$ cat config.mk
export PLATFORM = sky130hd
export DESIGN_NAME = config_lock_and_timestamp_regs
export DESIGN_NICKNAME = d
export VERILOG_FILES = /design/src/design/lock_stamp_pkg.sv /design/src/design/config_lock_and_timestamp_regs.sv
export SDC_FILE = /design/constraint.sdc
export NUM_CORES = 1
export LEC_CHECK = 0
export ABC_CLOCK_PERIOD_IN_PS = 2900
export BUFFER_PORTS_ARGS = -buffer_cell sky130_fd_sc_hd__buf_2
export CORE_UTILIZATION = 55
export CTS_CLUSTER_DIAMETER = 120
export DETAILED_ROUTE_END_ITERATION = 12
export PLACE_DENSITY = 0.86
export SLEW_MARGIN = 20
export SYNTH_ARGS = -nofsm -noshare
export SYNTH_HDL_FRONTEND = slang
export SYNTH_SLANG_ARGS = --single-unit
export TNS_END_PERCENT = 50
$ cat constraint.sdc
create_clock -name clk -period 2.9 [get_ports clk]
set_clock_uncertainty 0.2 [all_clocks]
set_input_delay 0.87 -clock clk [delete_from_list [all_inputs] [get_ports clk]]
set_output_delay 0.87 -clock clk [all_outputs]
set_load 0.01 [all_outputs]
$ cat src/design/lock_stamp_pkg.sv
// Purpose: Shared constants for the lock and timestamp register block
// Assumes: Byte-wide register port, 8-bit offsets
// Notes: Offsets are byte register addresses within the bank
package lock_stamp_pkg;
  localparam int ADDR_W = 8;
  localparam int DATA_W = 8;
  localparam int STAMP_W = 16;
  localparam int CHAN_N = 6;
  // Register offsets
  localparam logic [7:0] OFS_STAMP_HIGH = 8'h9A;
  localparam logic [7:0] OFS_STAMP_LOW = 8'h9B;
  localparam logic [7:0] OFS_BANK_SEL = 8'hF0;
  localparam logic [7:0] OFS_LOCK_A = 8'hF1;
  localparam logic [7:0] OFS_LOCK_B = 8'hF2;
  // Reset values
  localparam logic [7:0] RST_BANK_SEL = 8'h00;
  localparam logic [7:0] RST_LOCK = 8'h00;
  localparam logic [5:0] RST_CHAN_SEL = 6'h3F;
  localparam logic [7:0] LOCK_USED_MASK = 8'h3F;
  // Lock bit positions
  localparam int BIT_ORDERING = 0;
  localparam int BIT_WATCH = 1;
  localparam int BIT_IRQEN = 2;
  localparam int BIT_CONFIG = 3;
  localparam int BIT_ORD_WORK = 4;
  localparam int BIT_CTL_WORK = 5;
  localparam int BIT_BANK = 0;
  // Sequence control codes
  localparam logic [1:0] CODE_RISE = 2'b01;
  localparam logic [1:0] CODE_FALL = 2'b10;
  // Timestamp tick, 50 us, at 125 MHz
  localparam int TICK_NS = 50000;
  localparam int CLK_NS = 8;
  localparam int TICK_CYC = TICK_NS / CLK_NS;
  // Write group codes from the register decoder outside
  localparam logic [2:0] GRP_NONE = 3'd0;
  localparam logic [2:0] GRP_ORDERING = 3'd1;
  localparam logic [2:0] GRP_WATCH = 3'd2;
  localparam logic [2:0] GRP_IRQEN = 3'd3;
  localparam logic [2:0] GRP_CONFIG = 3'd4;
  localparam logic [2:0] GRP_ORD_WORK = 3'd5;
  localparam logic [2:0] GRP_CTL_WORK = 3'd6;
endpackage : lock_stamp_pkg

$ cat src/design/config_lock_and_timestamp_regs.sv
// Purpose: Channel-six timestamps, bank select and double group lock
// Assumes: Byte register port driven by the serial engine on clk
// Notes: Lock bits only clear by reset, soft reset or self check
// Function
// - Read-only high timestamp byte, channel six
// - Read-only low timestamp byte, channel six
// - Stamp is sequence timer count
// - Rising code 01 latches at slow undervolt
// - Falling code 10 latches at off threshold
// - Timer advances every 50 us
// - Bank bit zero steers accesses, resets zero
// - Group locked only when both registers set
// - Lock registers reset zero, never host-cleared
// - Clear by power, soft reset, self check
// - Bits five, four lock working groups
// - Bits three, two lock config, irq enable
// - Bit zero locks ordering group
// - Bit one locks selected watch channels
// - Bits seven, six reserved, no effect
// - Channel select defaults all ones
`timescale 1ns/1ps
`default_nettype none
module config_lock_and_timestamp_regs
  import lock_stamp_pkg::*;
#(
  parameter int TICK_CYCLES = lock_stamp_pkg::TICK_CYC
) (
  // Clock and reset
  input wire logic clk,
  input wire logic resetn,
  // Register port
  input wire logic regWrite,
  input wire logic regRead,
  input wire logic [lock_stamp_pkg::ADDR_W-1:0] regAddr,
  input wire logic [lock_stamp_pkg::DATA_W-1:0] regWdata,
  output logic [lock_stamp_pkg::DATA_W-1:0] regRdata,
  output logic regAck,
  // Sequence inputs, from pins
  input wire logic [1:0] activateInput,
  input wire logic [1:0] sleepInput,
  input wire logic slowUndervoltCross,
  input wire logic offThresholdCross,
  // Lock clear sources
  input wire logic softResetBit,
  input wire logic selfCheckDone,
  input wire logic shutdownSelftestOption,
  // Guarded write request from the wider register file
  input wire logic [2:0] guardGroup,
  input wire logic [2:0] guardChannel,
  input wire logic [lock_stamp_pkg::CHAN_N-1:0] channelLockSelect,
  output logic guardAllow,
  // State out
  output logic bankOne,
  output logic [lock_stamp_pkg::DATA_W-1:0] groupLockEffective
);
  import lock_stamp_pkg::*;

  ////////////////////////////////////////////////////////////////////////
  // Pin synchronisers, three flops, change accepted when last two agree
  logic [5:0] syncA_r;
  logic [5:0] syncB_r;
  logic [5:0] syncC_r;
  logic [5:0] pinStable_r;
  // Packed high to low: off, slow, sleep code, activate code
  wire [5:0] pinRaw = {offThresholdCross, slowUndervoltCross, sleepInput, activateInput};

  // First stage may go metastable; only the second stage reads it
  always_ff @(posedge clk) begin
    if (!resetn) begin
      syncA_r <= '0;
    end else begin
      syncA_r <= pinRaw;
    end
  end

  // Second and third stages; cleared so no unknown leaks past reset
  always_ff @(posedge clk) begin
    if (!resetn) begin
      syncB_r <= '0;
      syncC_r <= '0;
    end else begin
      syncB_r <= syncA_r;
      syncC_r <= syncB_r;
    end
  end

  // A bit moves only once stages two and three agree
  wire [5:0] pinAgree = ~(syncB_r ^ syncC_r);
  wire [5:0] pinStable_nxt = (pinAgree & syncC_r) | (~pinAgree & pinStable_r);
  always_ff @(posedge clk) begin
    if (!resetn) begin
      pinStable_r <= '0;
    end else begin
      pinStable_r <= pinStable_nxt;
    end
  end

  // Filtered pin views; a one-cycle glitch never reaches these
  wire [1:0] actCode = pinStable_r[1:0];
  wire [1:0] sleepCode = pinStable_r[3:2];
  wire riseCross = pinStable_r[4];
  wire fallCross = pinStable_r[5];

  ////////////////////////////////////////////////////////////////////////
  // Sequence state: a new 01 or 10 code on either input launches the timer
  typedef enum logic [1:0] {SEQ_IDLE, SEQ_RISE, SEQ_FALL} seq_t;
  seq_t seq_r, seq_nxt;
  logic [1:0] actPrev_r, sleepPrev_r;
  logic riseRaw, fallRaw;
  wire launchRise = ((actCode == CODE_RISE) && (actPrev_r != CODE_RISE))
    || ((sleepCode == CODE_RISE) && (sleepPrev_r != CODE_RISE));
  wire launchFall = ((actCode == CODE_FALL) && (actPrev_r != CODE_FALL))
    || ((sleepCode == CODE_FALL) && (sleepPrev_r != CODE_FALL));
  logic latched_r;
  always_comb begin
    seq_nxt = seq_r;
    riseRaw = 1'b0;
    fallRaw = 1'b0;
    case (seq_r)
      SEQ_IDLE: seq_nxt = SEQ_IDLE;
      SEQ_RISE: riseRaw = riseCross && !latched_r;
      SEQ_FALL: fallRaw = fallCross && !latched_r;
      default: seq_nxt = SEQ_IDLE;
    endcase
    if (launchRise) begin
      seq_nxt = SEQ_RISE;
    end else if (launchFall) begin
      seq_nxt = SEQ_FALL;
    end
  end
  wire captureNow = riseRaw || fallRaw;
  wire launchAny = launchRise || launchFall;

  // Sequence timer; tick divider sized from the 50 us figure
  logic [$clog2(TICK_CYCLES+1)-1:0] tickCnt_r;
  logic [STAMP_W-1:0] seqTimer_r;
  logic [STAMP_W-1:0] stamp_r;
  wire tickDone = (tickCnt_r == ($bits(tickCnt_r))'(TICK_CYCLES - 1));

  // Sequence state and last pin codes, kept for edge finding
  always_ff @(posedge clk) begin
    if (!resetn) begin
      seq_r <= SEQ_IDLE;
      actPrev_r <= '0;
      sleepPrev_r <= '0;
    end else begin
      seq_r <= seq_nxt;
      actPrev_r <= actCode;
      sleepPrev_r <= sleepCode;
    end
  end

  // Tick divider; a launch restarts it, so the first tick is a full period
  always_ff @(posedge clk) begin
    if (!resetn) begin
      tickCnt_r <= '0;
    end else if (launchAny || tickDone) begin
      tickCnt_r <= '0;
    end else begin
      tickCnt_r <= tickCnt_r + 1'h1;
    end
  end

  // Timer counts ticks; it stops at full scale rather than wrap
  always_ff @(posedge clk) begin
    if (!resetn) begin
      seqTimer_r <= '0;
    end else if (launchAny) begin
      seqTimer_r <= '0;
    end else if (tickDone && seqTimer_r != '1) begin
      seqTimer_r <= seqTimer_r + 1'h1;
    end
  end

  // One capture per sequence; a bouncing crossing is ignored
  always_ff @(posedge clk) begin
    if (!resetn) begin
      latched_r <= 1'h0;
    end else if (launchAny) begin
      latched_r <= 1'h0;
    end else if (captureNow) begin
      latched_r <= 1'h1;
    end
  end

  // Stamp keeps the timer value at the crossing until the next one
  always_ff @(posedge clk) begin
    if (!resetn) begin
      stamp_r <= '0;
    end else if (captureNow) begin
      stamp_r <= seqTimer_r;
    end
  end

  ////////////////////////////////////////////////////////////////////////
  // Bank select and lock registers
  logic [DATA_W-1:0] bankSel_r;
  logic [DATA_W-1:0] lockA_r;
  logic [DATA_W-1:0] lockB_r;
  logic [DATA_W-1:0] bankSel_nxt;
  logic [DATA_W-1:0] lockA_nxt;
  logic [DATA_W-1:0] lockB_nxt;

  // Address match, shared by the write strobes and the read mux
  function automatic logic addrIs(input logic [ADDR_W-1:0] a, input logic [ADDR_W-1:0] ofs);
    return (a == ofs);
  endfunction : addrIs

  // Either clear source beats a host write in the same cycle
  wire lockClear = softResetBit || (selfCheckDone && shutdownSelftestOption);
  // Write strobes; a write to a stamp address decodes to nothing
  wire wrBank = regWrite && addrIs(regAddr, OFS_BANK_SEL);
  wire wrLockA = regWrite && addrIs(regAddr, OFS_LOCK_A);
  wire wrLockB = regWrite && addrIs(regAddr, OFS_LOCK_B);
  // Write-one-to-set: a zero written never drops a set bit
  assign lockA_nxt = lockClear ? RST_LOCK : (wrLockA ? (lockA_r | regWdata) : lockA_r);
  assign lockB_nxt = lockClear ? RST_LOCK : (wrLockB ? (lockB_r | regWdata) : lockB_r);
  assign bankSel_nxt = wrBank ? regWdata : bankSel_r;
  // Reserved bits are stored but masked off the effective lock
  wire [DATA_W-1:0] lockBoth = lockA_r & lockB_r & LOCK_USED_MASK;

  ////////////////////////////////////////////////////////////////////////
  // Group guard: decoder outside asks whether a write may land
  function automatic logic groupOpen(input logic [2:0] grp, input logic [2:0] ch,
                                     input logic [DATA_W-1:0] lk,
                                     input logic [CHAN_N-1:0] sel);
    logic open;
    open = 1'b1;
    case (grp)
      GRP_ORDERING: open = !lk[BIT_ORDERING];
      GRP_WATCH: open = !(lk[BIT_WATCH] && (ch < 3'(CHAN_N)) && sel[ch]);
      GRP_IRQEN: open = !lk[BIT_IRQEN];
      GRP_CONFIG: open = !lk[BIT_CONFIG];
      GRP_ORD_WORK: open = !lk[BIT_ORD_WORK];
      GRP_CTL_WORK: open = !lk[BIT_CTL_WORK];
      default: open = 1'b1;
    endcase
    return open;
  endfunction : groupOpen

  // Unmapped reads return zero
  wire [DATA_W-1:0] rdMux =
    addrIs(regAddr, OFS_STAMP_HIGH) ? stamp_r[STAMP_W-1:DATA_W] :
    addrIs(regAddr, OFS_STAMP_LOW) ? stamp_r[DATA_W-1:0] :
    addrIs(regAddr, OFS_BANK_SEL) ? bankSel_r :
    addrIs(regAddr, OFS_LOCK_A) ? lockA_r :
    addrIs(regAddr, OFS_LOCK_B) ? lockB_r : '0;

  // Bank select; all eight bits kept, so reads return what was written
  always_ff @(posedge clk) begin
    if (!resetn) begin
      bankSel_r <= RST_BANK_SEL;
    end else begin
      bankSel_r <= bankSel_nxt;
    end
  end

  // Lock halves; only reset or the clear sources ever drop a bit
  always_ff @(posedge clk) begin
    if (!resetn) begin
      lockA_r <= RST_LOCK;
      lockB_r <= RST_LOCK;
    end else begin
      lockA_r <= lockA_nxt;
      lockB_r <= lockB_nxt;
    end
  end

  // Read data held between reads, so a slow host may fetch it late
  always_ff @(posedge clk) begin
    if (!resetn) begin
      regRdata <= '0;
    end else if (regRead) begin
      regRdata <= rdMux;
    end
  end

  // Every access acks, locked or not; a lock never stalls the host
  always_ff @(posedge clk) begin
    if (!resetn) begin
      regAck <= 1'h0;
    end else begin
      regAck <= regRead || regWrite;
    end
  end

  // Guard answer one cycle after the request; open while in reset
  always_ff @(posedge clk) begin
    if (!resetn) begin
      guardAllow <= 1'h1;
    end else begin
      guardAllow <= groupOpen(guardGroup, guardChannel, lockBoth, channelLockSelect);
    end
  end

  // Status copies built from next values, so they track the registers
  always_ff @(posedge clk) begin
    if (!resetn) begin
      bankOne <= 1'h0;
      groupLockEffective <= '0;
    end else begin
      bankOne <= bankSel_nxt[BIT_BANK];
      groupLockEffective <= lockA_nxt & lockB_nxt & LOCK_USED_MASK;
    end
  end
endmodule : config_lock_and_timestamp_regs
`default_nettype wire

==> impl_results.md, run 1 <==
- Final WL: 10.72 mm
- Worst R2R Setup Slack: 0.70 ns
- # nets final: 615
- Pwr Density: 663.8 nW/um^2
- Synth Warn #: 0
- Vias: 4028
- H-tree Lvls: 4
- Origin of the critical flop-to-flop path: seq_r[0]
- CP endpoint kind: register
- Die Y: about 96 um
- EDFF count, synth: 0
- FF+latch area: 2322 um^2
- Critical path launch point type: register
- Worst min-delay path category: reg2reg
- Avg Synthesized Cell Area: 9.408 um^2
- Fin. max-slew vios: 0
- Crit-path max FO: 16
- Crit path DAT: 2.37 ns
- Grt ovf: 0
- Final GP Congestion: 0.8056
- Total Routing Usage GR: 25.08%
- Initial antenna violation count: 0
- CTS tree: done
- Post-synthesis cell type count: 52
- Core Area: 8382 um^2
- DR pass1 iterations: 6
- Worst Min Path Start: syncA_r[5]
- Top FF cell, synth: dfxtp_1
- Starting DRT DRC Count: 249
- Antenna Cells: 0
- Outcome: finished clean
- Most frequent cells in the layout: dfxtp_1 (116), nor2_1 (76), buf_2 (57)
- Total power draw: roughly 0.0038 W
- Slew @ Worst Pin: just over 1 ns
- Die footprint: 9172 um^2
- FF+latch count, synth: 116
- First-pass GRT wire length: around 17 mm
- Clk slew on worst S/H paths: 0.05 ns
- DRC Markers: 0
- Post-DP HPWL: roughly 6.9 mm
- Number of routed nets with antenna violations: 0
- Post-CTS Setup Inserts: 0
- IO buf count: 57
- Final min period: 2.195 ns
- Setup TNS: 0 ns
- Final Util: 68.32%
- FP Rows: 33
- Final period util: 75.70%
- Fill cells: 625
- Largest net degree at the start of global routing: 36
- Reg-to-reg critical path endpoint: stamp_r[8]
- Sequential share of the synthesized area: 48.02%
- Leading cell type in the layout, fill and taps excluded: dfxtp_1
- Vias per Instance: roughly 5.9
- CTS Buf Count: 17
- FFs w/ async S/R, synth: 0%
- Worst skew pair latency: between 0.5 and 0.6 ns
- Wirelength per Cell: 15.64 um
- Hold EP: syncB_r[5]
- Maximum VDD drop: 0.4789 mV
- RSZ-0062 raised after global routing: no
- Root Buffer: clkbuf_8
- Die width: about 96 um
- Static Leak: 2.171 nW
- Crit path kind: reg2reg
- Max-Cap Viols: 0
- Area Growth Syn to Fin: 18.42%
- Worst path required time: 3.07 ns
- Synth Instances: 514
- Worst slack, placed: 0.2606 ns
- Resize count post-CTS: 0
- Final setup vio count: 0
- Worst Hold Path Cells: 1
- Clk buf depth: 2
- Worst setup margin: 0.7046 ns
- Initial Util: 57.70%
- Hold-fix buffers, CTS: 0
- CTS sink count: approximately 120
- Max Fclk: 455.5 MHz
- Final hold violation count: 0
- Multi-input gate area: 2331 um^2
- Layout cell share with drive strength beyond 1: 18.97%
- Slew headroom: between 30% and 40%
- Worst R2R Path Depth: 6
- Vias in the first global route: 3784
- Mapped Area: 4836 um^2
- IO Count: 60
==> area by class of cell <==
| cell class | instances | area share, % |
|---|---|---|
| flip-flops and latches | 116 | 40.55 |
| repair buffers | 63 | 5.768 |
| clock buffers | 20 | 7.778 |
| clock inverters | 10 | 2.316 |
| multi-input cells | 362 | 40.70 |
| inverters | 9 | 0.5899 |
| well taps | 105 | 2.294 |
==> power breakdown <==
group	switching [W]	leakage [nW]	internal, W
Combinational	0.0000867	0.952	0.0000602
Clock	0.000690	0.278	0.00134
Sequential	0.0000125	0.940	0.00162
==> worst max path at each step <==
stage | start | endpoint | slack, ns
global route | tickCnt_r[0] | seqTimer_r[15] | 0.52
floorplan | regAddr[0] | lockA_r[2] | 0.56
global placement | regAddr[1] | regRdata[5] | 0.40
CTS | tickCnt_r[0] | seqTimer_r[15] | 0.70
finish | seq_r[0] | stamp_r[8] | 0.70
detailed placement | regAddr[1] | regRdata[5] | 0.26
==> registers in the layout, summed over array words and instances, names as in the netlist, 2 cells and up, named ones only <==
register and flops:
tickCnt_r 13, syncC_r 6, regRdata 8, syncA_r 6, bankSel_r 7, seqTimer_r 16, syncB_r 6, groupLockEffective 6
lockB_r 8, seq_r 2, sleepPrev_r 2, actPrev_r 2, lockA_r 8, stamp_r 16
==> layer usage <==
metal / up-vias / GRT usage [%] / wire length, um
met1: 1917 / 29.64 / 4493
li1: 1919 / - / -
met4: 0 / 10.20 / 185
met5: - / 0 / 0
met3: 22 / 5.687 / 649
met2: 170 / 43.87 / 5388
==> cell usage after synthesis (8+ instances only) <==
| library cell | count | share of area [%] |
|---|---|---|
| a21oi_1 | 20 | 2.1 |
| mux2i_1 | 35 | 7.2 |
| dfxtp_1 | 116 | 48 |
| o221ai_1 | 16 | 2.9 |
| inv_1 | 8 | 0.62 |
| and2_1 | 24 | 3.1 |
| o21ai_0 | 23 | 2.4 |
| nand2_1 | 35 | 2.7 |
| nor3_1 | 12 | 1.2 |
| nand3_1 | 11 | 1.1 |
| buf_2 | 11 | 1.1 |
| a31oi_1 | 16 | 2.1 |
| xnor2_1 | 17 | 3.1 |
| nor2_1 | 76 | 5.9 |
==> worst max-delay path: stages (launching register included) <==
cell,delay (ns)
dfxtp_1,0.32
inv_1,0.08
ha_1,0.15
a22oi_1,0.11
nor2_2,0.81
mux2i_1,0.30
nor2_1,0.07
==> stage by stage <==
| stage | hold slack (ns) | cells | cell area (um^2) |
|---|---|---|---|
| after detailed placement | 0.2183 | 655 | 5149 |
| after global placement | 0.2145 | 655 | 5149 |
| after floorplan | 0.2119 | 515 | 4840 |
| after global routing | 0.2458 | 685 | 5727 |
| final | 0.2316 | 685 | 5727 |
| after CTS | 0.2330 | 685 | 5727 |
==> logic make-up (layout without fill, tap and decap cells) <==
family                   count (synthesis)  after routing  share of synthesized area (%)
AND/OR/NAND/NOR                        204            204                          22.74
flip-flops                             116            116                          48.02
AO/OA/AOI/OAI                           92             92                          12.42
buffers and inverters                   37            102                          3.855
multiplexers                            35             35                          7.245
XOR/XNOR                                24             24                          4.347
adder cells (fa/ha/maj)                  5              5                          1.294
other                                    1              2                        0.07755
(Power assumes the default switching activity.)
==> inputs of run 2 (changes only) <==
--- a/config.mk
+++ b/config.mk
@@ -5,9 +5,9 @@
 export SDC_FILE = /design/constraint.sdc
 export NUM_CORES = 1
 export LEC_CHECK = 0
-export ABC_CLOCK_PERIOD_IN_PS = 2900
+export ABC_CLOCK_PERIOD_IN_PS = 2000
 export BUFFER_PORTS_ARGS = -buffer_cell sky130_fd_sc_hd__buf_2
-export CORE_UTILIZATION = 55
+export CORE_UTILIZATION = 52
 export CTS_CLUSTER_DIAMETER = 120
 export DETAILED_ROUTE_END_ITERATION = 12
 export PLACE_DENSITY = 0.86
==> constraint.sdc (replaced) <==
create_clock -name clk -period 2 [get_ports clk]
set_clock_uncertainty 0.2 [all_clocks]
set_input_delay 0.6 -clock clk [delete_from_list [all_inputs] [get_ports clk]]
set_output_delay 0.6 -clock clk [all_outputs]
set_load 0.01 [all_outputs]
==> run 2 against run 1 <==
Net effect:
- the run now ends with design-rule violations left
- total power up 51%
- combinational power up 59%
- setup slack worse by 0.64 ns
- first-iteration DRC count down 9.6%
- sequential share of layout area down 1.7 points
- via count up 1.3%
==> impl_results.md, run 2 (synthesis results as in run 1) <==
- Outcome: finished, violations left
- Failing checks: design-rule violations
- Final setup vio count: 0
- Vias in the first global route: 3903
- Total Routing Usage GR: 23.55%
- Max Fclk: 515.8 MHz
- Largest net degree at the start of global routing: 34
- Slew @ Worst Pin: 0.6052 ns
- Final hold violation count: 0
- Final period util: 96.94%
- Crit path DAT: 2.14 ns
- Clk slew on worst S/H paths: 0.06 ns
- Worst min-delay path category: in2reg
- Die width: ~98 um
- Top Registers: seqTimer_r (16), stamp_r (16), tickCnt_r (13)
- CTS tree: done
- Root Buffer: clkbuf_8
- H-tree Lvls: 4
- Worst R2R Setup Slack: 0.06 ns
- Die footprint: 9689 um^2
- Int Power: 0.004580 W
- Worst Min Path Start: sleepInput[1]
- Die Y: roughly 100 um
- Worst R2R Path Depth: 5
- DRC Markers: 6
- Core Area: 8848 um^2
- Reg-to-reg critical path endpoint: seqTimer_r[15]
- Number of routed nets with antenna violations: 0
- Wirelength per Cell: 15.37 um
- Initial antenna violation count: 0
- Fin. max-slew vios: 0
- Worst skew pair latency: 0.51 ns
- Antenna Cells: 0
- DR pass1 iterations: 10
- Worst path required time: about 2.2 ns
- Hold EP: syncA_r[3]
- RSZ-0062 raised after global routing: yes
- Slew headroom: 59.56%
- IO buf count: 57
- Static Leak: around 2.3 nW
- Grt ovf: 0
- Maximum VDD drop: 0.6481 mV
- Initial Util: 54.65%
- # nets final: around 630
- Crit path kind: reg2reg
- Final WL: 10.88 mm
- Most frequent cells in the layout: dfxtp_1 (116), nor2_1 (76), buf_2 (57)
- Combinational share of power: under 10%
- Clock power share: 54.8%
- Pwr Density: between 900 and 1000 nW/um^2
- First-pass GRT wire length: about 18 mm
- Final GP Congestion: 0.8441
- Leading cell type in the layout, fill and taps excluded: dfxtp_1
- Max-Cap Viols: 0
- Clk buf depth: 2
- Setup TNS: 0 ns
- FP Rows: 34
- Switching Share: 20.16%
- CTS sink count: 116
- Vias: just over 4000
- IO Count: 60
- Hold-fix buffers, CTS: 0
- Worst Hold Path Cells: 2
- Layout cell share with drive strength beyond 1: between 20% and 30%
- Critical path launch point type: register
- Area Growth Syn to Fin: 23.52%
- Final min period: 1.939 ns
- Starting DRT DRC Count: approximately 230
- Crit-path max FO: 13
- CP endpoint kind: register
- Final Util: 67.51%
- Origin of the critical flop-to-flop path: seqTimer_r[3]
- CTS Buf Count: 17
- Post-DP HPWL: 7.188 mm
- Switching pwr: roughly 0.0012 W
- Vias per Instance: 5.763
- Seq pwr share: 41.2%
run 2: cell count changes in the layout (fill, tap and decap cells not counted), moves of 2 or more:
cell        change
buf_4          +15
buf_12          +3
clkbuf_1        +3
bufinv_16       +2
nor4_1          -2
clkbuf_8        -2
clkinvlp_4      -2
run 2: final cells by class:
cell class | instances | area [um^2]
fillers | 658 | 2875
multi-input cells | 362 | 2367
flip-flops and latches | 116 | 2322
repair buffers | 81 | 503.0
clock buffers | 21 | 429.2
clock inverters | 11 | 182.7
well taps | 108 | 135.1
inverters | 9 | 33.78
run 2: critical path, cell delays in order (launching register included):
cell and delay, ns:
dfxtp_1 0.42, and4_1 0.36, and4_4 0.40, nor3_2 0.08, buf_4 0.15, a31o_2 0.22
run 2: power groups by stage:
stage | Combinational, W | Clock, W | Sequential [W]
after floorplan | 0.000120 | 0 | 0.00241
after global placement | 0.000221 | 0 | 0.00241
after detailed placement | 0.000229 | 0 | 0.00241
after CTS | 0.000231 | 0.00317 | 0.00236
after global routing | 0.000255 | 0.00330 | 0.00236
final | 0.000233 | 0.00314 | 0.00236
run 2: worst max-delay path by stage:
| stage | start | end | slack [ns] | cells after the start |
|---|---|---|---|---|
| floorplan | regAddr[2] | bankOne | 0.01 | 7 |
| global placement | regAddr[2] | bankOne | -0.07 | 7 |
| detailed placement | regAddr[2] | bankSel_r[4] | -0.15 | 7 |
| CTS | tickCnt_r[1] | seqTimer_r[15] | 0.05 | 7 |
| global route | tickCnt_r[1] | seqTimer_r[5] | -0.004 | 7 |
| finish | seqTimer_r[3] | seqTimer_r[15] | 0.06 | 5 |
run 2: timing repair:
item / 4_1_cts / 5_1_grt
resized for setup: 1 / 4
endpoints found under the setup margin: 16 / 5
buffers inserted: 0 / 1
hold endpoints to repair: 0 / 0
gates cloned: 0 / 0
pin swaps: 0 / 1
run 2: layer usage:
| layer | share of wire [%] | global-route usage (%) |
|---|---|---|
| met1 | 42 | 27.49 |
| met2 | 50 | 41.12 |
| met3 | 6.2 | 6.241 |
| met4 | 1.7 | 9.644 |
| met5 | 0 | 0 |
run 2: stage by stage:
| stage | total power [W] | instance area [um^2] | hold slack, ns | cells | setup slack, ns |
|---|---|---|---|---|---|
| global route | 0.005920 | 5973 | 0.08214 | 708 | -0.004412 |
| detailed placement | 0.002640 | 5323 | 0.2211 | 675 | -0.1454 |
| CTS | 0.005759 | 5939 | 0.08299 | 707 | 0.04799 |
| finish | 0.005737 | 5973 | 0.09110 | 708 | 0.06121 |
| global placement | 0.002629 | 5323 | 0.2140 | 675 | -0.06859 |
| floorplan | 0.002533 | 4863 | 0.2119 | 515 | 0.009728 |
